==> src/rtl/hsbc_pkg.sv <==
package hsbc_pkg;
	localparam logic [7:0]  HSBC_ADDR_EVENT  = 8'h09;
	localparam logic [7:0]  HSBC_ADDR_CREDIT = 8'h0b;
	localparam logic [7:0]  HSBC_ADDR_MASK   = 8'h0d;
	localparam logic [31:0] HSBC_EVENT_RST   = 32'h0000_0000;
	localparam logic [31:0] HSBC_CREDIT_RST  = 32'h0000_7700;
	localparam logic [31:0] HSBC_MASK_RST    = 32'h0000_1d1a;
	localparam logic [7:0]  HSBC_TXC_MAX     = 8'h77;
	localparam logic [4:0]  HSBC_FOOT_SAT    = 5'h1f;
	localparam int          HSBC_BIT_TXECC   = 12;
	localparam int          HSBC_BIT_RXECC   = 11;
	localparam int          HSBC_BIT_CRC     = 10;
	localparam int          HSBC_BIT_GAP     = 8;
	localparam int          HSBC_BIT_HIPRIO  = 5;
	localparam int          HSBC_BIT_RXAV    = 4;
	localparam int          HSBC_BIT_TXRDY   = 3;
	localparam int          HSBC_BIT_LCHG    = 1;
	localparam int          HSBC_BIT_LINK    = 0;
	// Flags that may drive the interrupt pin
	localparam logic [31:0] HSBC_IRQ_CAPABLE = 32'h0000_1d1a;
	// Flags the host clears by writing one
	localparam logic [31:0] HSBC_W1C_BITS    = 32'h0000_1d0a;
	localparam logic [31:0] HSBC_MASK_RW     = 32'h0000_1d1a;
	typedef enum logic [0:0] {
		HSBC_SAF = 1'b0,
		HSBC_CUT = 1'b1
	} hsbc_rxmode_e;
endpackage

==> src/rtl/hsbc_sticky.sv <==
module hsbc_sticky (
	input  wire logic sys_clk,  // System clock
	input  wire logic reset,    // Async reset, active high
	input  wire logic set_in,   // Hardware event
	input  wire logic clr_in,   // Host write-one
	output logic      flag_reg  // Sticky flag
);
	logic flag_next;

	// Set wins over a clear in the same cycle
	always_comb begin
		flag_next = set_in | (flag_reg & ~clr_in);
	end

	always_ff @(posedge sys_clk or posedge reset) begin
		if (reset) begin
			flag_reg <= 1'b0;
		end else begin
			flag_reg <= flag_next;
		end
	end
endmodule

==> src/rtl/hsbc_regs.sv <==
// What this block does
// - Tx size ECC error sets bit 12, flushes
// - Rx size ECC error sets bit 11, clears
// - Generic protocol CRC error sets bit 10
// - Short-gap receive frame dropped, bit 8 set
// - Bit 5 shows high-priority frame, no irq
// - Store-forward: bit 4 while frame stored
// - Cut-through: bit 4 at threshold or end
// - High-priority frame delivered first
// - Bit 3 on tx done, optionally empty-qualified
// - Tx-ready stays until host writes one
// - Link change sets sticky bit 1
// - Bit 0 live link, no interrupt
// - Event status at 0x09, resets zero
// - Credits at 0x0B, reset 0x7700, top zero
// - Bits 15:8 free tx chunk credits
// - Footer credit saturated at 31
// - Credits start 0x77, fall when used
// - Bits 7:0 rx chunks waiting
// - Mask at 0x0D gates interrupt pin
module hsbc_regs (
	input  wire logic        sys_clk,          // System clock
	input  wire logic        reset,            // Async reset, active high
	input  wire logic [7:0]  reg_addr,         // Word address
	input  wire logic        reg_wr,           // Write strobe
	input  wire logic        reg_rd,           // Read strobe
	input  wire logic [31:0] reg_wdata,        // Write data
	output logic      [31:0] reg_rdata,        // Read data, next cycle
	input  wire logic        generic_proto,    // 1 generic, 0 chunk
	input  wire hsbc_pkg::hsbc_rxmode_e rx_mode, // Rx forwarding mode
	input  wire logic        tx_rdy_on_empty,  // Empty-qualify tx ready
	input  wire logic        tx_size_ecc_err,  // Tx size ECC pulse
	input  wire logic        rx_size_ecc_err,  // Rx size ECC pulse
	input  wire logic        host_crc_err,     // Host CRC error pulse
	input  wire logic [7:0]  rx_gap_len,       // Measured gap at frame
	input  wire logic        rx_frame_start,   // Rx frame start pulse
	input  wire logic [7:0]  rx_gap_threshold, // Minimum gap
	input  wire logic        rx_frames_lo,     // Low prio complete frame
	input  wire logic        rx_frames_hi,     // High prio complete frame
	input  wire logic [11:0] rx_fill,          // Rx bytes buffered
	input  wire logic [11:0] rx_cut_through_level, // Cut-through level
	input  wire logic        rx_eof_seen,      // Frame end byte received
	input  wire logic        tx_frame_done,    // Tx completion pulse
	input  wire logic        tx_fifo_empty,    // Tx FIFO empty level
	input  wire logic        link_pin,         // Raw link state, async
	input  wire logic        tx_chunk_take,    // Credit consumed pulse
	input  wire logic        tx_chunk_free,    // Credit returned pulse
	input  wire logic        rx_chunk_add,     // Rx chunk stored pulse
	input  wire logic        rx_chunk_read,    // Rx chunk read pulse
	output logic             tx_fifo_flush,    // Flush all tx frames
	output logic             rx_fifo_clear,    // Clear rx FIFO
	output logic             rx_frame_drop,    // Drop current frame
	output logic             rx_sel_hi,        // Deliver high prio next
	output logic      [4:0]  footer_credits,   // Footer credit field
	output logic             irq_out           // Interrupt, active high
);
	import hsbc_pkg::*;

	logic [31:0] mask_reg, mask_next;
	logic [7:0]  txc_reg, txc_next;
	logic [7:0]  rca_reg, rca_next;
	logic [31:0] rdata_next;
	logic [31:0] status;
	logic [31:0] w1c;
	logic        link_s1_reg, link_s2_reg, link_s3_reg;
	logic        hi_reg, av_reg, hi_next, av_next;
	logic        flush_reg, clr_reg, drop_reg, sel_reg, irq_next;
	logic [4:0]  foot_reg, foot_next;
	logic        gap_short, txrdy_set;
	logic        f_txecc, f_rxecc, f_crc, f_gap, f_txrdy, f_lchg;

	assign w1c = (reg_wr && reg_addr == HSBC_ADDR_EVENT) ?
		(reg_wdata & HSBC_W1C_BITS) : 32'h0000_0000;
	assign gap_short = rx_frame_start && (rx_gap_len < rx_gap_threshold);
	assign txrdy_set = generic_proto && tx_frame_done &&
		(!tx_rdy_on_empty || tx_fifo_empty);

	hsbc_sticky u_txecc (.sys_clk(sys_clk), .reset(reset),
		.set_in(tx_size_ecc_err), .clr_in(w1c[HSBC_BIT_TXECC]),
		.flag_reg(f_txecc));
	hsbc_sticky u_rxecc (.sys_clk(sys_clk), .reset(reset),
		.set_in(rx_size_ecc_err), .clr_in(w1c[HSBC_BIT_RXECC]),
		.flag_reg(f_rxecc));
	hsbc_sticky u_crc (.sys_clk(sys_clk), .reset(reset),
		.set_in(host_crc_err && generic_proto),
		.clr_in(w1c[HSBC_BIT_CRC]), .flag_reg(f_crc));
	hsbc_sticky u_gap (.sys_clk(sys_clk), .reset(reset),
		.set_in(gap_short), .clr_in(w1c[HSBC_BIT_GAP]),
		.flag_reg(f_gap));
	hsbc_sticky u_txrdy (.sys_clk(sys_clk), .reset(reset),
		.set_in(txrdy_set), .clr_in(w1c[HSBC_BIT_TXRDY]),
		.flag_reg(f_txrdy));
	hsbc_sticky u_lchg (.sys_clk(sys_clk), .reset(reset),
		.set_in(link_s2_reg != link_s3_reg),
		.clr_in(w1c[HSBC_BIT_LCHG]), .flag_reg(f_lchg));

	always_comb begin
		status = 32'h0000_0000;
		status[HSBC_BIT_TXECC]  = f_txecc;
		status[HSBC_BIT_RXECC]  = f_rxecc;
		status[HSBC_BIT_CRC]    = f_crc;
		status[HSBC_BIT_GAP]    = f_gap;
		status[HSBC_BIT_HIPRIO] = hi_reg;
		status[HSBC_BIT_RXAV]   = av_reg;
		status[HSBC_BIT_TXRDY]  = f_txrdy;
		status[HSBC_BIT_LCHG]   = f_lchg;
		status[HSBC_BIT_LINK]   = link_s3_reg;
	end

	always_comb begin
		hi_next = generic_proto && rx_frames_hi;
		if (!generic_proto) begin
			av_next = 1'b0;
		end else if (rx_mode == HSBC_SAF) begin
			av_next = rx_frames_hi || rx_frames_lo;
		end else begin
			av_next = rx_frames_hi || rx_frames_lo ||
				(rx_fill >= rx_cut_through_level) || rx_eof_seen;
		end
		mask_next = mask_reg;
		if (reg_wr && reg_addr == HSBC_ADDR_MASK) begin
			mask_next = reg_wdata & HSBC_MASK_RW;
		end
		txc_next = txc_reg;
		if (tx_chunk_take && !tx_chunk_free && txc_reg != 8'h00) begin
			txc_next = txc_reg - 8'h01;
		end else if (tx_chunk_free && !tx_chunk_take &&
				txc_reg < HSBC_TXC_MAX) begin
			txc_next = txc_reg + 8'h01;
		end
		rca_next = rca_reg;
		if (rx_chunk_add && !rx_chunk_read && rca_reg != 8'hff) begin
			rca_next = rca_reg + 8'h01;
		end else if (rx_chunk_read && !rx_chunk_add && rca_reg != 8'h00) begin
			rca_next = rca_reg - 8'h01;
		end
		foot_next = (txc_next > {3'h0, HSBC_FOOT_SAT}) ?
			HSBC_FOOT_SAT : txc_next[4:0];
		// Unmasked only where the mask bit is clear
		irq_next = |(status & HSBC_IRQ_CAPABLE & ~mask_reg);
		rdata_next = 32'h0000_0000;
		if (reg_rd) begin
			unique case (reg_addr)
				HSBC_ADDR_EVENT:  rdata_next = status;
				HSBC_ADDR_CREDIT: rdata_next =
					{16'h0000, txc_reg, rca_reg};
				HSBC_ADDR_MASK:   rdata_next = mask_reg;
				default:          rdata_next = 32'h0000_0000;
			endcase
		end
	end

	always_ff @(posedge sys_clk or posedge reset) begin
		if (reset) begin
			link_s1_reg <= 1'b0;
			link_s2_reg <= 1'b0;
			link_s3_reg <= 1'b0;
			hi_reg      <= 1'b0;
			av_reg      <= 1'b0;
			mask_reg    <= HSBC_MASK_RST;
			txc_reg     <= HSBC_CREDIT_RST[15:8];
			rca_reg     <= HSBC_CREDIT_RST[7:0];
			foot_reg    <= HSBC_FOOT_SAT;
			reg_rdata   <= HSBC_EVENT_RST;
			flush_reg   <= 1'b0;
			clr_reg     <= 1'b0;
			drop_reg    <= 1'b0;
			sel_reg     <= 1'b0;
			irq_out     <= 1'b0;
		end else begin
			link_s1_reg <= link_pin;
			link_s2_reg <= link_s1_reg;
			link_s3_reg <= link_s2_reg;
			hi_reg      <= hi_next;
			av_reg      <= av_next;
			mask_reg    <= mask_next;
			txc_reg     <= txc_next;
			rca_reg     <= rca_next;
			foot_reg    <= foot_next;
			reg_rdata   <= rdata_next;
			flush_reg   <= tx_size_ecc_err;
			clr_reg     <= rx_size_ecc_err;
			drop_reg    <= gap_short;
			sel_reg     <= rx_frames_hi;
			irq_out     <= irq_next;
		end
	end

	assign tx_fifo_flush  = flush_reg;
	assign rx_fifo_clear  = clr_reg;
	assign rx_frame_drop  = drop_reg;
	assign rx_sel_hi      = sel_reg;
	assign footer_credits = foot_reg;

	AST_TXECC_SET: assert property (
		@(posedge sys_clk) disable iff (reset)
		tx_size_ecc_err |=> f_txecc && tx_fifo_flush)
		else $error("tx ecc flag or flush missing");
	AST_RXECC_SET: assert property (
		@(posedge sys_clk) disable iff (reset)
		rx_size_ecc_err |=> f_rxecc && rx_fifo_clear)
		else $error("rx ecc flag or clear missing");
	AST_CRC_SET: assert property (
		@(posedge sys_clk) disable iff (reset)
		host_crc_err && generic_proto |=> f_crc)
		else $error("crc error not flagged");
	AST_CRC_CHUNK: assert property (
		@(posedge sys_clk) disable iff (reset)
		!generic_proto && !f_crc |=> !f_crc)
		else $error("crc flag set in chunk protocol");
	AST_GAP_DROP: assert property (
		@(posedge sys_clk) disable iff (reset)
		gap_short |=> f_gap && rx_frame_drop)
		else $error("short gap not dropped");
	AST_NO_FALSE_DROP: assert property (
		@(posedge sys_clk) disable iff (reset)
		!rx_frame_start |=> !rx_frame_drop)
		else $error("frame dropped without a start");
	AST_HIPRIO: assert property (
		@(posedge sys_clk) disable iff (reset)
		generic_proto && rx_frames_hi |=> status[HSBC_BIT_HIPRIO])
		else $error("high priority frame not shown");
	AST_SAF_AVAIL: assert property (
		@(posedge sys_clk) disable iff (reset)
		generic_proto && rx_mode == HSBC_SAF &&
		(rx_frames_hi || rx_frames_lo) |=> status[HSBC_BIT_RXAV])
		else $error("stored frame not shown");
	AST_SAF_EMPTY: assert property (
		@(posedge sys_clk) disable iff (reset)
		rx_mode == HSBC_SAF && !rx_frames_hi && !rx_frames_lo
		|=> !status[HSBC_BIT_RXAV])
		else $error("frame shown with empty fifo");
	AST_CUT_AVAIL: assert property (
		@(posedge sys_clk) disable iff (reset)
		generic_proto && rx_mode == HSBC_CUT && (rx_eof_seen ||
		rx_fill >= rx_cut_through_level) |=> status[HSBC_BIT_RXAV])
		else $error("cut-through ready missing");
	AST_SEL_HI: assert property (
		@(posedge sys_clk) disable iff (reset)
		rx_frames_hi |=> rx_sel_hi)
		else $error("high priority not delivered first");
	AST_TXRDY_SET: assert property (
		@(posedge sys_clk) disable iff (reset)
		generic_proto && tx_frame_done && tx_fifo_empty |=> f_txrdy)
		else $error("tx ready not set on completion");
	AST_TXRDY_QUAL: assert property (
		@(posedge sys_clk) disable iff (reset)
		tx_rdy_on_empty && !tx_fifo_empty && !f_txrdy |=> !f_txrdy)
		else $error("tx ready set with frames queued");
	AST_TXRDY_HOLD: assert property (
		@(posedge sys_clk) disable iff (reset)
		f_txrdy && !w1c[HSBC_BIT_TXRDY] |=> f_txrdy)
		else $error("tx ready lost without write");
	AST_TXRDY_CLR: assert property (
		@(posedge sys_clk) disable iff (reset)
		f_txrdy && w1c[HSBC_BIT_TXRDY] && !tx_frame_done |=> !f_txrdy)
		else $error("tx ready not cleared by write");
	AST_LCHG: assert property (
		@(posedge sys_clk) disable iff (reset)
		$changed(link_s3_reg) |-> f_lchg)
		else $error("link change not flagged");
	AST_EVENT_RSVD: assert property (
		@(posedge sys_clk) disable iff (reset)
		reg_rd && reg_addr == HSBC_ADDR_EVENT
		|=> (reg_rdata & ~32'h0000_1d3b) == 32'h0000_0000)
		else $error("reserved event bits not zero");
	AST_CREDIT_RSVD: assert property (
		@(posedge sys_clk) disable iff (reset)
		reg_rd && reg_addr == HSBC_ADDR_CREDIT
		|=> reg_rdata[31:16] == 16'h0000)
		else $error("credit upper half not zero");
	AST_FOOT_SAT: assert property (
		@(posedge sys_clk) disable iff (reset)
		footer_credits == ((txc_reg > 8'h1f) ? 5'h1f : txc_reg[4:0]))
		else $error("footer credit wrong");
	AST_TXC_MAX: assert property (
		@(posedge sys_clk) disable iff (reset)
		txc_reg <= HSBC_TXC_MAX)
		else $error("credits above max");
	AST_TXC_TAKE: assert property (
		@(posedge sys_clk) disable iff (reset)
		tx_chunk_take && !tx_chunk_free && txc_reg != 8'h00
		|=> txc_reg == $past(txc_reg) - 8'h01)
		else $error("credit not consumed");
	AST_RCA_ADD: assert property (
		@(posedge sys_clk) disable iff (reset)
		rx_chunk_add && !rx_chunk_read && rca_reg != 8'hff
		|=> rca_reg == $past(rca_reg) + 8'h01)
		else $error("rx chunk not counted");
	AST_MASK_GATE: assert property (
		@(posedge sys_clk) disable iff (reset)
		(mask_reg & HSBC_IRQ_CAPABLE) == HSBC_IRQ_CAPABLE |=> !irq_out)
		else $error("masked flag drove interrupt");
	AST_IRQ: assert property (
		@(posedge sys_clk) disable iff (reset)
		##1 irq_out == $past(irq_next))
		else $error("irq does not follow flags");
	AST_NO_ZERO_CLR: assert property (
		@(posedge sys_clk) disable iff (reset)
		f_lchg && !w1c[HSBC_BIT_LCHG] |=> f_lchg)
		else $error("flag cleared by zero write");

	COV_IRQ: cover property (@(posedge sys_clk) !irq_out ##1 irq_out);
	COV_LINK: cover property (@(posedge sys_clk) $rose(link_s3_reg));
	COV_TXRDY_CLR: cover property (@(posedge sys_clk)
		f_txrdy ##1 !f_txrdy);
	COV_GAP_DROP: cover property (@(posedge sys_clk) rx_frame_drop);
	COV_CUT_AVAIL: cover property (@(posedge sys_clk)
		rx_mode == HSBC_CUT && av_reg);
endmodule

==> config.mk <==
export PLATFORM = sky130hd
export DESIGN_NAME = hsbc_regs
export DESIGN_NICKNAME = d
export VERILOG_FILES = /design/src/rtl/hsbc_pkg.sv /design/src/rtl/hsbc_sticky.sv /design/src/rtl/hsbc_regs.sv
export SDC_FILE = /design/constraint.sdc
export NUM_CORES = 1
export LEC_CHECK = 0
export ABC_AREA = 1
export BUFFER_PORTS_ARGS = -buffer_cell sky130_fd_sc_hd__buf_2
export CAP_MARGIN = 20
export CORE_ASPECT_RATIO = 2
export CORE_MARGIN = 3
export CORE_UTILIZATION = 45
export CTS_CLUSTER_SIZE = 12
export DETAILED_ROUTE_END_ITERATION = 6
export PLACE_DENSITY = 0.77
export REMOVE_ABC_BUFFERS = 1
export SYNTH_ARGS = -nofsm -noshare
export SYNTH_HDL_FRONTEND = slang
export SYNTH_SLANG_ARGS = --single-unit
==> constraint.sdc <==
create_clock -name sys_clk -period 2.05 [get_ports sys_clk]
set_input_delay 0.41 -clock sys_clk [delete_from_list [all_inputs] [get_ports sys_clk]]
set_output_delay 0.41 -clock sys_clk [all_outputs]
set_load 0.05 [all_outputs]
# Word level (Yosys, flattened, before mapping)
# Index checks and enable logic that the tools add are counted.
# classes
muxes,10
n_bitwise,20
n_reduce_logical,28
magnitude_cmp,4
add_sub_neg,4
n_eq_ne,5
# ops
cell,n
$pmux 16 s3,1
$and 13x32->32,1
$mux 8,4
$not 13->32,1
$reduce_or 32->1,1
$eq 8x4->1 const B,3
$add 8x1->8 const B,2
$mux 16,1
$reduce_bool 8->1,2
$sub 8x1->8 const B,2
$logic_and 1x1->1,15
$mux 13,1
$ge 12x12->1,1
$gt 8x5->1 const B,1
$lt 8x7->1 const B,1
$lt 8x8->1,1
$ne 8x8->1 const B,1
$and 1x1->1,6
$not 1->1,6
$or 1x1->1,6
$logic_not 1->1,5
$mux 5,1
$logic_or 1x1->1,4
$mux 1,2
2 further kinds,2
# totals
wordCells,92
ff_bits,76
in_bits,101
out_inout_bits,42

# Logic depth before layout (Yosys ltp)
# Gate-level depths: netlist of the first run.
# depth
word_depth,7
ltp_mapped,13

# Modules after synthesis
# A second synthesis of the first run with hierarchy kept.
# unflattened
hier_cells,506
hier_area_um2,3811.2
# by_module_without_submodules
module,cells_per_inst,instances,seq_area_each_um2,area_per_inst_um2
hsbc_regs,470,1,1373.8,3548.4
hsbc_sticky,6,6,25.0,43.8

# Least setup slack after synthesis of the first run
# No wires, ideal clock.
# synth_timing
path_type,register -> register
start,register rca_reg[0]
end,register rca_reg[6]
setup_slack_ps,58
setup_ps,120
period_less_slack_ps,1992
path_buffers,0
stages_incl_launch_ff,12
arrival_time_ps,1872
required_ps,1930
cell_sequence,dfrtp_1 > nand4_1 > o21ai_2 > ha_1 > nand3_1 > nand3_1 > nand2_1 > nand2_1 > a21oi_1 > nor2_1 > o21ai_1 > nand2_1
# synth_via
elab_chain_cells,3
elab_cells_between_ends,9
cone_classes,add/sub (2); eq/ne (1); mux (2); reduce/logical (4)
# synth_lines
element,line_no,rtl
from (decl),hsbc_regs.sv:61,"logic [7:0] rca_reg, rca_next;"
from (signal assigned),hsbc_regs.sv:162,rca_reg <= HSBC_CREDIT_RST[7:0];
from (signal assigned),hsbc_regs.sv:178,rca_reg <= rca_next;
"$sub 8x1->8, or another cell as far along",hsbc_regs.sv:135,rca_next = rca_reg - 8'h01;
"$mux 8, or another cell as far along",hsbc_regs.sv:134,end else if (rx_chunk_read && !rx_chunk_add && rca_reg != 8'h00) begin
$mux 8 or $reduce_bool 2->1 (tied branches),n/a,
# Several ways; a longest one is shown, not always the timed one. The select of a mux whose other input is x is not followed.
# A chain may end at the register's enable or synchronous reset.

# Worst setup path in the final report of the first run
# layout_timing
start,register rca_reg[7]
end,register rca_reg[6]
# layout_via
elab_chain_cells,3
elab_cells_between_ends,6
cone_classes,eq/ne (1); mux (1); reduce/logical (4)
# layout_lines
element,line_no
$ne 8x8->1 or $reduce_bool 8->1 (tied branches),"hsbc_regs.sv:132, hsbc_regs.sv:134"
$logic_and 1x1->1 (on tied branches),"hsbc_regs.sv:132, hsbc_regs.sv:134"
$mux 8 or $reduce_bool 2->1 (tied branches),n/a
# Several ways; a longest one is shown, not always the timed one.

==> results of run 1 <==
==> cell families (layout without fill, tap and decap cells) <==
logic type	Yosys count	in the layout	synth area share [%]
adders and majority gates	29	29	9.808
buffers and inverters	111	224	13.25
AOI/OAI and AO/OA	43	43	7.025
other	1	16	0.09931
xor gates and xnor gates	7	7	1.624
and+or+nand+nor	221	221	27.83
DFF	60	60	40.36
==> how the worst max path moves through the flow <==
stage / start / end / slack, ns / cells after the start
final: rca_reg[7] / rca_reg[6] / 0.06 / 12
after CTS: rca_reg[2] / rca_reg[6] / 0.03 / 11
after floorplan: rca_reg[0] / rca_reg[6] / 0.06 / 11
after detailed placement: rx_chunk_read / rca_reg[6] / -0.05 / 12
after global placement: rx_chunk_add / rca_reg[6] / 0.02 / 13
after global routing: rca_reg[0] / rca_reg[6] / -0.09 / 12
==> per-stage QoR <==
| stage | total power, mW | instances | setup WS (ns) |
|---|---|---|---|
| detailed placement | 3.553 | 674 | -0.05109 |
| CTS | 5.114 | 690 | 0.03275 |
| global placement | 3.475 | 674 | 0.01594 |
| floorplan | 2.988 | 466 | 0.05506 |
| global route | 5.636 | 696 | -0.08748 |
| finish | 5.288 | 696 | 0.05657 |
==> power by group <==
part | leakage, nW | switching, mW | internal (mW)
clock network | 0.150 | 0.497 | 1.04
registers | 0.706 | 0.210 | 1.48
logic | 1.86 | 1.28 | 0.785
==> timing repair <==
item	CTS	global route
endpoints found under the setup margin	0	6
resized for setup	0	10
buffers inserted	0	6
==> cells in the mapped netlist, drive strengths merged <==
library cell  number  share of area [%]
xnor2              2               0.46
inv               89                8.9
a21oi             14                1.9
dfrtp             42                 28
nor3b              1               0.50
fa                 1               0.53
a221oi             1               0.23
o21a               1               0.20
o211ai             5                1.1
nor4               1               0.56
or2                3               0.50
buf               21                4.2
nand4             11                1.8
a31oi              1               0.17
o22ai              2               0.33
nand3             38                5.4
nor3               9                1.8
nand2            132                 14
a21o               3               0.60
nor2              23                2.7
xor2               5                1.2
dfstp             18                 13
clkinv             1              0.099
nand3b             2               0.73
and2               1               0.17
ha                28                9.3
conb               1              0.099
o21ai             16                2.5
==> worst max-delay path, stage by stage (launching register included) <==
cell     delay [ns]
dfrtp_1        0.40
nand4_1        0.14
o21ai_4        0.08
buf_12         0.15
fa_2           0.39
nand3_2        0.09
nand3_2        0.08
nand2_2        0.09
nand2_2        0.06
a21oi_2        0.15
nor2_1         0.06
o21ai_1        0.11
nand2_1        0.08
==> layer usage <==
metal	routed length [um]	part of all wire [%]	GRT usage (%)
met1	2966	33	18.33
met2	5146	57	37.64
met3	600	6.6	4.978
met4	368	4.1	11.51
met5	0	0	0
==> area by class of cell <==
type | count | area share (%)
well taps | 96 | 2.494
clock inverters | 1 | 0.6235
repair buffers | 118 | 13.74
flip-flops and latches | 60 | 31.64
clock buffers | 15 | 5.768
multi-input cells | 316 | 38.66
inverters | 90 | 7.067
==> layout by cell type, fill, tap and decap left out, drive strengths merged, types with 2 or more instances in the layout <==
master | Yosys | final
a21o | 3 | 3
a21oi | 14 | 14
buf | 21 | 118
clkbuf | 0 | 15
conb | 1 | 16
dfrtp | 42 | 42
dfstp | 18 | 18
ha | 28 | 28
inv | 89 | 89
nand2 | 132 | 132
nand3 | 38 | 38
nand3b | 2 | 2
nand4 | 11 | 11
nor2 | 23 | 23
nor3 | 9 | 9
o211ai | 5 | 5
o21ai | 16 | 16
o22ai | 2 | 2
or2 | 3 | 3
xnor2 | 2 | 2
xor2 | 5 | 5
==> impl_metrics.py, run 1 <==
metrics = {
    "routing": {
        "drc_errors": 0,
        "wl_per_cell_um": 13.05,
        "postRouteWirelength_um": 9082,
        "drtPass1Iterations": 5,
        "vias": 3392,
        "viasPerCell": 4.874,
        "antenna_left": 0,
        "dr.first_iter.drc_count": 168,
    },
    "sta": {
        "hold_ws_ns": 0.06039,
        "worst_clock_skew_ns": 0.006431,
        "period_share_pct": 97.24,
        "tightest_slew_ns": 0.5483,
        "rsz0062_at_grt": "true",
        "post-route-min-period_ns": 1.993,
        "tns_ns": 0,
        "slew_violations": 0,
        "slew_headroom_pct": 63.41,
        "fmax_mhz": 501.6,
        "hold_viol": 0,
        "setup_violations": 0,
    },
    "synthesis": {
        "synth_area_per_cell_um2": 8.000,
        "yosysWarnings": 0,
        "synthDistinctLibCells": 43,
        "synth_area_um2": 3776,
        "yosys_register_bits": 60,
        "syn_inst": 472,
        "synth_seq_area_share_pct": 40.36,
    },
    "global_routing": {
        "grt.overflow.total": 0,
        "grt_pass1_vias": 3551,
        "grt_max_degree": 27,
        "grt_antenna_before_repair": 0,
        "grt_pass1_wl_um": 15050,
        "globalRouteTotalUtil_pct": 19.80,
    },
    "floorplanning": {
        "die_w_um": 70.78,
        "die_height_um": 135.6,
        "die_area_um2": 9594,
        "pin_count": 143,
        "placementRows": 46,
        "coreArea_um2": 8058,
        "initial_core_util_pct": 46.86,
    },
    "layout": {
        "drive_gt1_share_pct": 32.00,
        "multiInputGateArea_um2": 1862,
        "register_area_um2": 1524,
        "fin_util_pct": 59.77,
        "largest_reg_flops": 16,
        "n_fill_cell": 719,
        "area_growth_pct": 27.53,
        "stdcell_area_um2": 4816,
        "n_antenna_cell": 0,
        "nets": 725,
    },
    "worst_setup_path": {
        "reg2reg_from": "rca_reg[7]",
        "cp_data_required_time_ns": 2.26,
        "setup.worst_path.class": "reg2reg",
        "reg2reg_depth": 12,
        "crit_fanout": 6,
        "r2r-end": "rca_reg[6]",
        "r2r_slack_ns": 0.06,
        "critPathLaunchType": "flip-flop",
        "critPathArrivalTime_ns": 2.21,
        "endpoint_kind": "flip-flop",
    },
    "clocking": {
        "cts_hold_buf": 0,
        "numCtsBuffers": 9,
        "cts_tree": "done",
        "cts_sinks": 60,
        "clk_pin_slew_ns": 0.05,
        "clkLatencyLatePin_ns": 0.33,
        "htree_num_levels": 3,
        "cts-root-buf": "clkbuf_16",
        "clockBufferDepth": 2,
    },
    "min_path": {
        "hold_class": "in2async",
    },
    "flow_run": {
        "maxCapViolCount": 0,
    },
    "power": {
        "leakage_nw": 2.718,
        "p_per_area_nw_per_um2": 1098,
        "ir_drop_uv": 510.0,
    },
    "placed_design": {
        "hpwl_um": 7256,
        "place_area_um2": 4393,
        "numPortBuffers": 101,
        "place_congestion": 0.8394,
    },
    "outcome": {
        "outcome": "finished clean",
    },
}
Power figures use the tool's default switching activity.
==> run 2: changes to the inputs <==
--- a/config.mk
+++ b/config.mk
@@ -10,10 +10,11 @@
 export CAP_MARGIN = 20
 export CORE_ASPECT_RATIO = 2
 export CORE_MARGIN = 3
-export CORE_UTILIZATION = 45
+export CORE_UTILIZATION = 46
+export CTS_BUF_LIST = sky130_fd_sc_hd__clkbuf_2
 export CTS_CLUSTER_SIZE = 12
 export DETAILED_ROUTE_END_ITERATION = 6
-export PLACE_DENSITY = 0.77
+export PLACE_DENSITY = 0.79
 export REMOVE_ABC_BUFFERS = 1
 export SYNTH_ARGS = -nofsm -noshare
 export SYNTH_HDL_FRONTEND = slang
==> impl_metrics.py, run 2 (synthesized netlist as in run 1, its figures left out) <==
metrics = {
    "flow_run": {
        "maxCapViolCount": 0,
    },
    "power": {
        "p_int_mw": 2.569,
        "combPwrFrac_pct": 46.4,
        "clockPowerShare_pct": 16.0,
        "swShare_pct": 43.29,
        "p_seq_share_pct": 37.6,
        "ir_drop_uv": 356.8,
        "switching_power_mw": 1.961,
        "p_per_area_nw_per_um2": 964.6,
        "leakage_nw": 2.655,
    },
    "global_routing": {
        "use_met3_pct": 3.676,
        "grt_pass1_vias": 3541,
        "globalRouteTotalUtil_pct": 19.53,
        "grt_max_degree": 28,
        "grt_pass1_wl_um": 14700,
        "grt_use_met1_pct": 16.93,
        "grt.busiest_layer": "met2",
        "use_met2_pct": 39.15,
        "grt_antenna_before_repair": 1,
        "grt.overflow.total": 0,
    },
    "routing": {
        "vias": 3475,
        "wl_per_cell_um": 12.94,
        "viasPerCell": 4.943,
        "drtPass1Iterations": 4,
        "drc_errors": 0,
        "antenna_left": 0,
        "postRouteWirelength_um": 9096,
        "dr.first_iter.drc_count": 186,
    },
    "floorplanning": {
        "die_height_um": 134.1,
        "die_area_um2": 9398,
        "coreArea_um2": 7943,
        "die_w_um": 70.07,
        "pin_count": 143,
        "initial_core_util_pct": 47.54,
        "placementRows": 46,
    },
    "clocking": {
        "clockBufferDepth": 2,
        "numCtsBuffers": 9,
        "clkLatencyLatePin_ns": 0.51,
        "cts-root-buf": "clkbuf_2",
        "htree_num_levels": 3,
        "cts_sinks": 60,
        "clk_pin_slew_ns": 0.17,
        "cts_tree": "done",
    },
    "sta": {
        "tightest_slew_ns": 0.5164,
        "worst_slack_ns": 0.03540,
        "worst_clock_skew_ns": 0.02797,
        "hold_viol": 0,
        "slew_headroom_pct": 65.54,
        "period_share_pct": 98.27,
        "slew_violations": 0,
        "tns_ns": 0,
        "post-route-min-period_ns": 2.015,
        "fmax_mhz": 496.4,
        "setup_violations": 0,
        "rsz0062_at_grt": "true",
    },
    "min_path": {
        "holdPathStages": 3,
        "hold_class": "in2reg",
    },
    "placed_design": {
        "hpwl_um": 7249,
        "numPortBuffers": 101,
        "place_congestion": 0.8917,
        "post-place-ws_ns": -0.007748,
    },
    "worst_setup_path": {
        "setup.worst_path.class": "reg2reg",
        "critPathLaunchType": "flip-flop",
        "slowest_stage": "dfrtp_1",
        "crit_chain": "nand4_1 > o21ai_4 > fa_2 > nand3_2 > nand3_2 > nand2_2 > nand2_1 > a21oi_2 > and2_1 > o21ai_1 > nand2_1",
        "endpoint_kind": "flip-flop",
        "crit_path_max_incr_delay_ns": 0.43,
        "path_depth": 11,
        "crit_buf_inv": 0,
        "critPathArrivalTime_ns": 2.43,
        "cp_top_family": "simple AND/OR/NAND/NOR gates",
        "cp_data_required_time_ns": 2.47,
        "reg2reg_depth": 11,
        "crit_fanout": 5,
    },
    "layout": {
        "n_fill_cell": 711,
        "fin_util_pct": 59.12,
        "nets": 731,
        "layout_common_cells": "nand2_1, buf_2, inv_1",
        "area_growth_pct": 24.35,
        "largest_reg_flops": 16,
        "layout_commonest_cell": "nand2_1",
        "drive_gt1_share_pct": 33.33,
    },
    "outcome": {
        "outcome": "finished clean",
    },
}
-- run 2: final cells by class --
class                      instances  area [um2]  area share, %
clock inverter                     5       52.55          1.119
inverter                          90       340.3          7.248
multi-input combinational        316        1893          40.31
timing repair buffer             124       706.9          15.05
clock buffer                      11       55.05          1.172
antenna                            1       2.502        0.05329
tap                               96       120.1          2.558
sequential                        60        1525          32.48
-- run 2: through the flow --
step                      instances  cell area [um2]  hold WS [ns]  power [mW]
final                           703             4696       0.08308       4.529
after global routing            703             4696       0.05477       4.864
after CTS                       694             4543       0.04097       4.282
after detailed placement        673             4385        0.3379       3.538
after global placement          673             4385        0.3406       3.455
after floorplan                 466             3672        0.3312       2.988
-- run 2: worst register-to-register path, stage by stage, from the launching register on --
cell	delay, ns
dfrtp_1	0.43
nand4_1	0.18
o21ai_4	0.33
fa_2	0.28
nand3_2	0.10
nand3_2	0.11
nand2_2	0.06
nand2_1	0.07
a21oi_2	0.06
and2_1	0.13
o21ai_1	0.12
nand2_1	0.06
-- run 2: final timing paths --
path / startpoint / to / slack (ns)
worst max-delay path: rca_reg[5] / rca_reg[6] / 0.04
worst min-delay path: reg_wdata[4] / mask_reg[4] / 0.08
worst max register to register: rca_reg[5] / rca_reg[6] / 0.04
worst min register to register: link_s1_reg / link_s2_reg / 0.37
max in group asynchronous: reset / mask_reg[8] / 1.03
min in group asynchronous: reset / rca_reg[6] / 0.43
-- run 2: repair_timing --
item | 4_1_cts | 5_1_grt
buffers inserted | 0 | 8
resized for setup | 0 | 17
hold buffers | 5 | 0
setup endpoints to repair | 0 | 5
endpoints found under the hold margin | 20 | 0
-- run 2: per-layer routing --
| metal | vias up | part of all wire, % | wire length [um] |
|---|---|---|---|
| met5 | - | 0 | 0 |
| met4 | 0 | 4.4 | 403 |
| met3 | 26 | 5.8 | 530 |
| met2 | 118 | 58 | 5315 |
| met1 | 1615 | 31 | 2846 |
| li1 | 1716 | - | - |
-- run 2: power by group through the flow --
stage | registers, mW | logic, mW | clock network, mW
after floorplan | 1.87 | 1.11 | 0
after global placement | 1.71 | 1.75 | 0
after detailed placement | 1.72 | 1.82 | 0
after CTS | 1.69 | 1.84 | 0.753
after global routing | 1.74 | 2.33 | 0.794
final | 1.71 | 2.10 | 0.724
==> run 3: changes to the inputs <==
--- a/config.mk
+++ b/config.mk
@@ -14,7 +14,7 @@
 export CTS_BUF_LIST = sky130_fd_sc_hd__clkbuf_2
 export CTS_CLUSTER_SIZE = 12
 export DETAILED_ROUTE_END_ITERATION = 6
-export PLACE_DENSITY = 0.79
+export PLACE_DENSITY = 0.9
 export REMOVE_ABC_BUFFERS = 1
 export SYNTH_ARGS = -nofsm -noshare
 export SYNTH_HDL_FRONTEND = slang
==> impl_metrics.py, run 3 (synthesized netlist as in run 1, its figures left out) <==
metrics = {
    "min_path": {
        "holdPathStages": 3,
        "min_to": "mask_reg[4]",
        "worstHoldStart": "reg_wdata[4]",
        "hold_class": "in2reg",
    },
    "worst_setup_path": {
        "slowest_stage": "dfrtp_1",
        "reg2reg_from": "rca_reg[4]",
        "crit_chain": "nand4_1 > o21ai_4 > buf_6 > ha_1 > a21oi_2 > nand3_1 > nand2_1 > nand2_1 > nand2_1 > nand2_1",
        "reg2reg_depth": 10,
        "crit_fanout": 6,
        "path_common_cell": "nand2_1",
        "cp_data_required_time_ns": 2.46,
        "r2r-end": "rca_reg[7]",
        "critPathLaunchType": "flip-flop",
        "critPathArrivalTime_ns": 2.44,
        "endpoint_kind": "flip-flop",
        "setup.worst_path.class": "reg2reg",
        "crit_path_max_incr_delay_ns": 0.42,
        "r2r_slack_ns": 0.03,
    },
    "layout": {
        "layout_common_cells": "nand2_1, buf_2, inv_1",
        "largest_reg_flops": 16,
        "layout_commonest_cell": "nand2_1",
        "nets": 733,
        "fin_util_pct": 58.88,
        "area_growth_pct": 23.86,
        "n_fill_cell": 679,
        "drive_gt1_share_pct": 32.89,
    },
    "routing": {
        "wl_per_cell_um": 13.70,
        "antenna_left": 0,
        "vias": 3558,
        "viasPerCell": 5.047,
        "dr.first_iter.drc_count": 165,
        "drc_errors": 0,
        "postRouteWirelength_um": 9658,
        "drtPass1Iterations": 4,
    },
    "floorplanning": {
        "die_height_um": 134.1,
        "coreArea_um2": 7943,
        "pin_count": 143,
        "initial_core_util_pct": 47.54,
        "die_area_um2": 9398,
        "die_w_um": 70.07,
        "placementRows": 46,
    },
    "global_routing": {
        "grt_antenna_before_repair": 1,
        "globalRouteTotalUtil_pct": 20.81,
        "grt_max_degree": 28,
        "grt.overflow.total": 0,
        "grt_pass1_vias": 3635,
        "grt_pass1_wl_um": 15540,
    },
    "outcome": {
        "outcome": "finished clean",
    },
    "sta": {
        "worst_clock_skew_ns": 0.01952,
        "rsz0062_at_grt": "true",
        "post-route-min-period_ns": 2.023,
        "tightest_slew_ns": 0.5194,
        "fmax_mhz": 494.4,
        "slew_headroom_pct": 65.33,
        "period_share_pct": 98.67,
        "hold_viol": 0,
        "setup_violations": 0,
        "slew_violations": 0,
    },
    "clocking": {
        "clk_pin_slew_ns": 0.17,
        "cts_sinks": 60,
        "clkLatencyLatePin_ns": 0.51,
        "cts_tree": "done",
        "numCtsBuffers": 9,
        "cts-root-buf": "clkbuf_2",
        "htree_num_levels": 3,
        "clockBufferDepth": 2,
    },
    "flow_run": {
        "maxCapViolCount": 0,
    },
    "power": {
        "p_total_mw": 4.457,
        "ir_drop_uv": 392.1,
        "p_per_area_nw_per_um2": 953.0,
        "leakage_nw": 2.658,
    },
    "placed_design": {
        "numPortBuffers": 101,
        "place_congestion": 0.9634,
        "hpwl_um": 7509,
    },
}
run 3: where the power goes:
part | switching [mW] | internal [mW] | total, mW
Sequential | 0.211 | 1.47 | 1.68
Clock | 0.411 | 0.163 | 0.574
Combinational | 1.34 | 0.858 | 2.20
Total | 1.96 | 2.49 | 4.46
run 3: timing repair:
action	CTS	global route
hold endpoints to repair	14	0
hold buffers	5	0
setup buffers	0	9
endpoints found under the setup margin	0	4
gates resized for setup	0	14
run 3: metal layers:
metal	global-route usage, %	wire length [um]
met5	0	0
met4	11.94	455
met3	4.426	556
met2	41.25	5656
met1	18.44	2989
run 3: worst max-delay path by stage:
stage,end,from,depth (start not counted),slack (ns)
6_report,rca_reg[7],rca_reg[4],10,0.03
5_1_grt,rca_reg[7],rca_reg[4],10,-0.09
2_1_floorplan,rca_reg[6],rca_reg[0],11,0.06
3_5_place_dp,rca_reg[6],rx_chunk_read,12,0.02
3_3_place_gp,rca_reg[6],rx_chunk_read,12,0.06
4_1_cts,rca_reg[6],rca_reg[2],11,0.05
run 3: layout make-up:
class | instances | area, um2 | area share, %
Timing Repair Buffer | 126 | 721.9 | 15.44
Antenna cell | 1 | 2.502 | 0.05350
Multi-Input combinational cell | 316 | 1891 | 40.42
Tap cell | 96 | 120.1 | 2.568
Clock buffer | 12 | 60.06 | 1.284
Clock inverter | 4 | 17.52 | 0.3745
Inverter | 90 | 340.3 | 7.277
Sequential cell | 60 | 1524 | 32.58
run 3: stage by stage:
step	area (um2)	setup WS [ns]	hold slack [ns]	instances	setup TNS, ns
6_report	4677	0.02728	0.1021	705	0
3_3_place_gp	4393	0.05543	0.3416	674	0
4_1_cts	4521	0.05455	0.05520	695	0
3_5_place_dp	4393	0.01553	0.3356	674	0
2_1_floorplan	3672	0.05506	0.3312	466	0
5_1_grt	4677	-0.09163	0.08177	705	-0.2585
run 3: critical path, delay by kind of cell, from the launching register on:
family,cells,cell delay [ns]
compound gates,2,0.53
fa+ha+maj,1,0.28
buf+inv,1,0.18
flops,1,0.42
simple gates,6,0.50
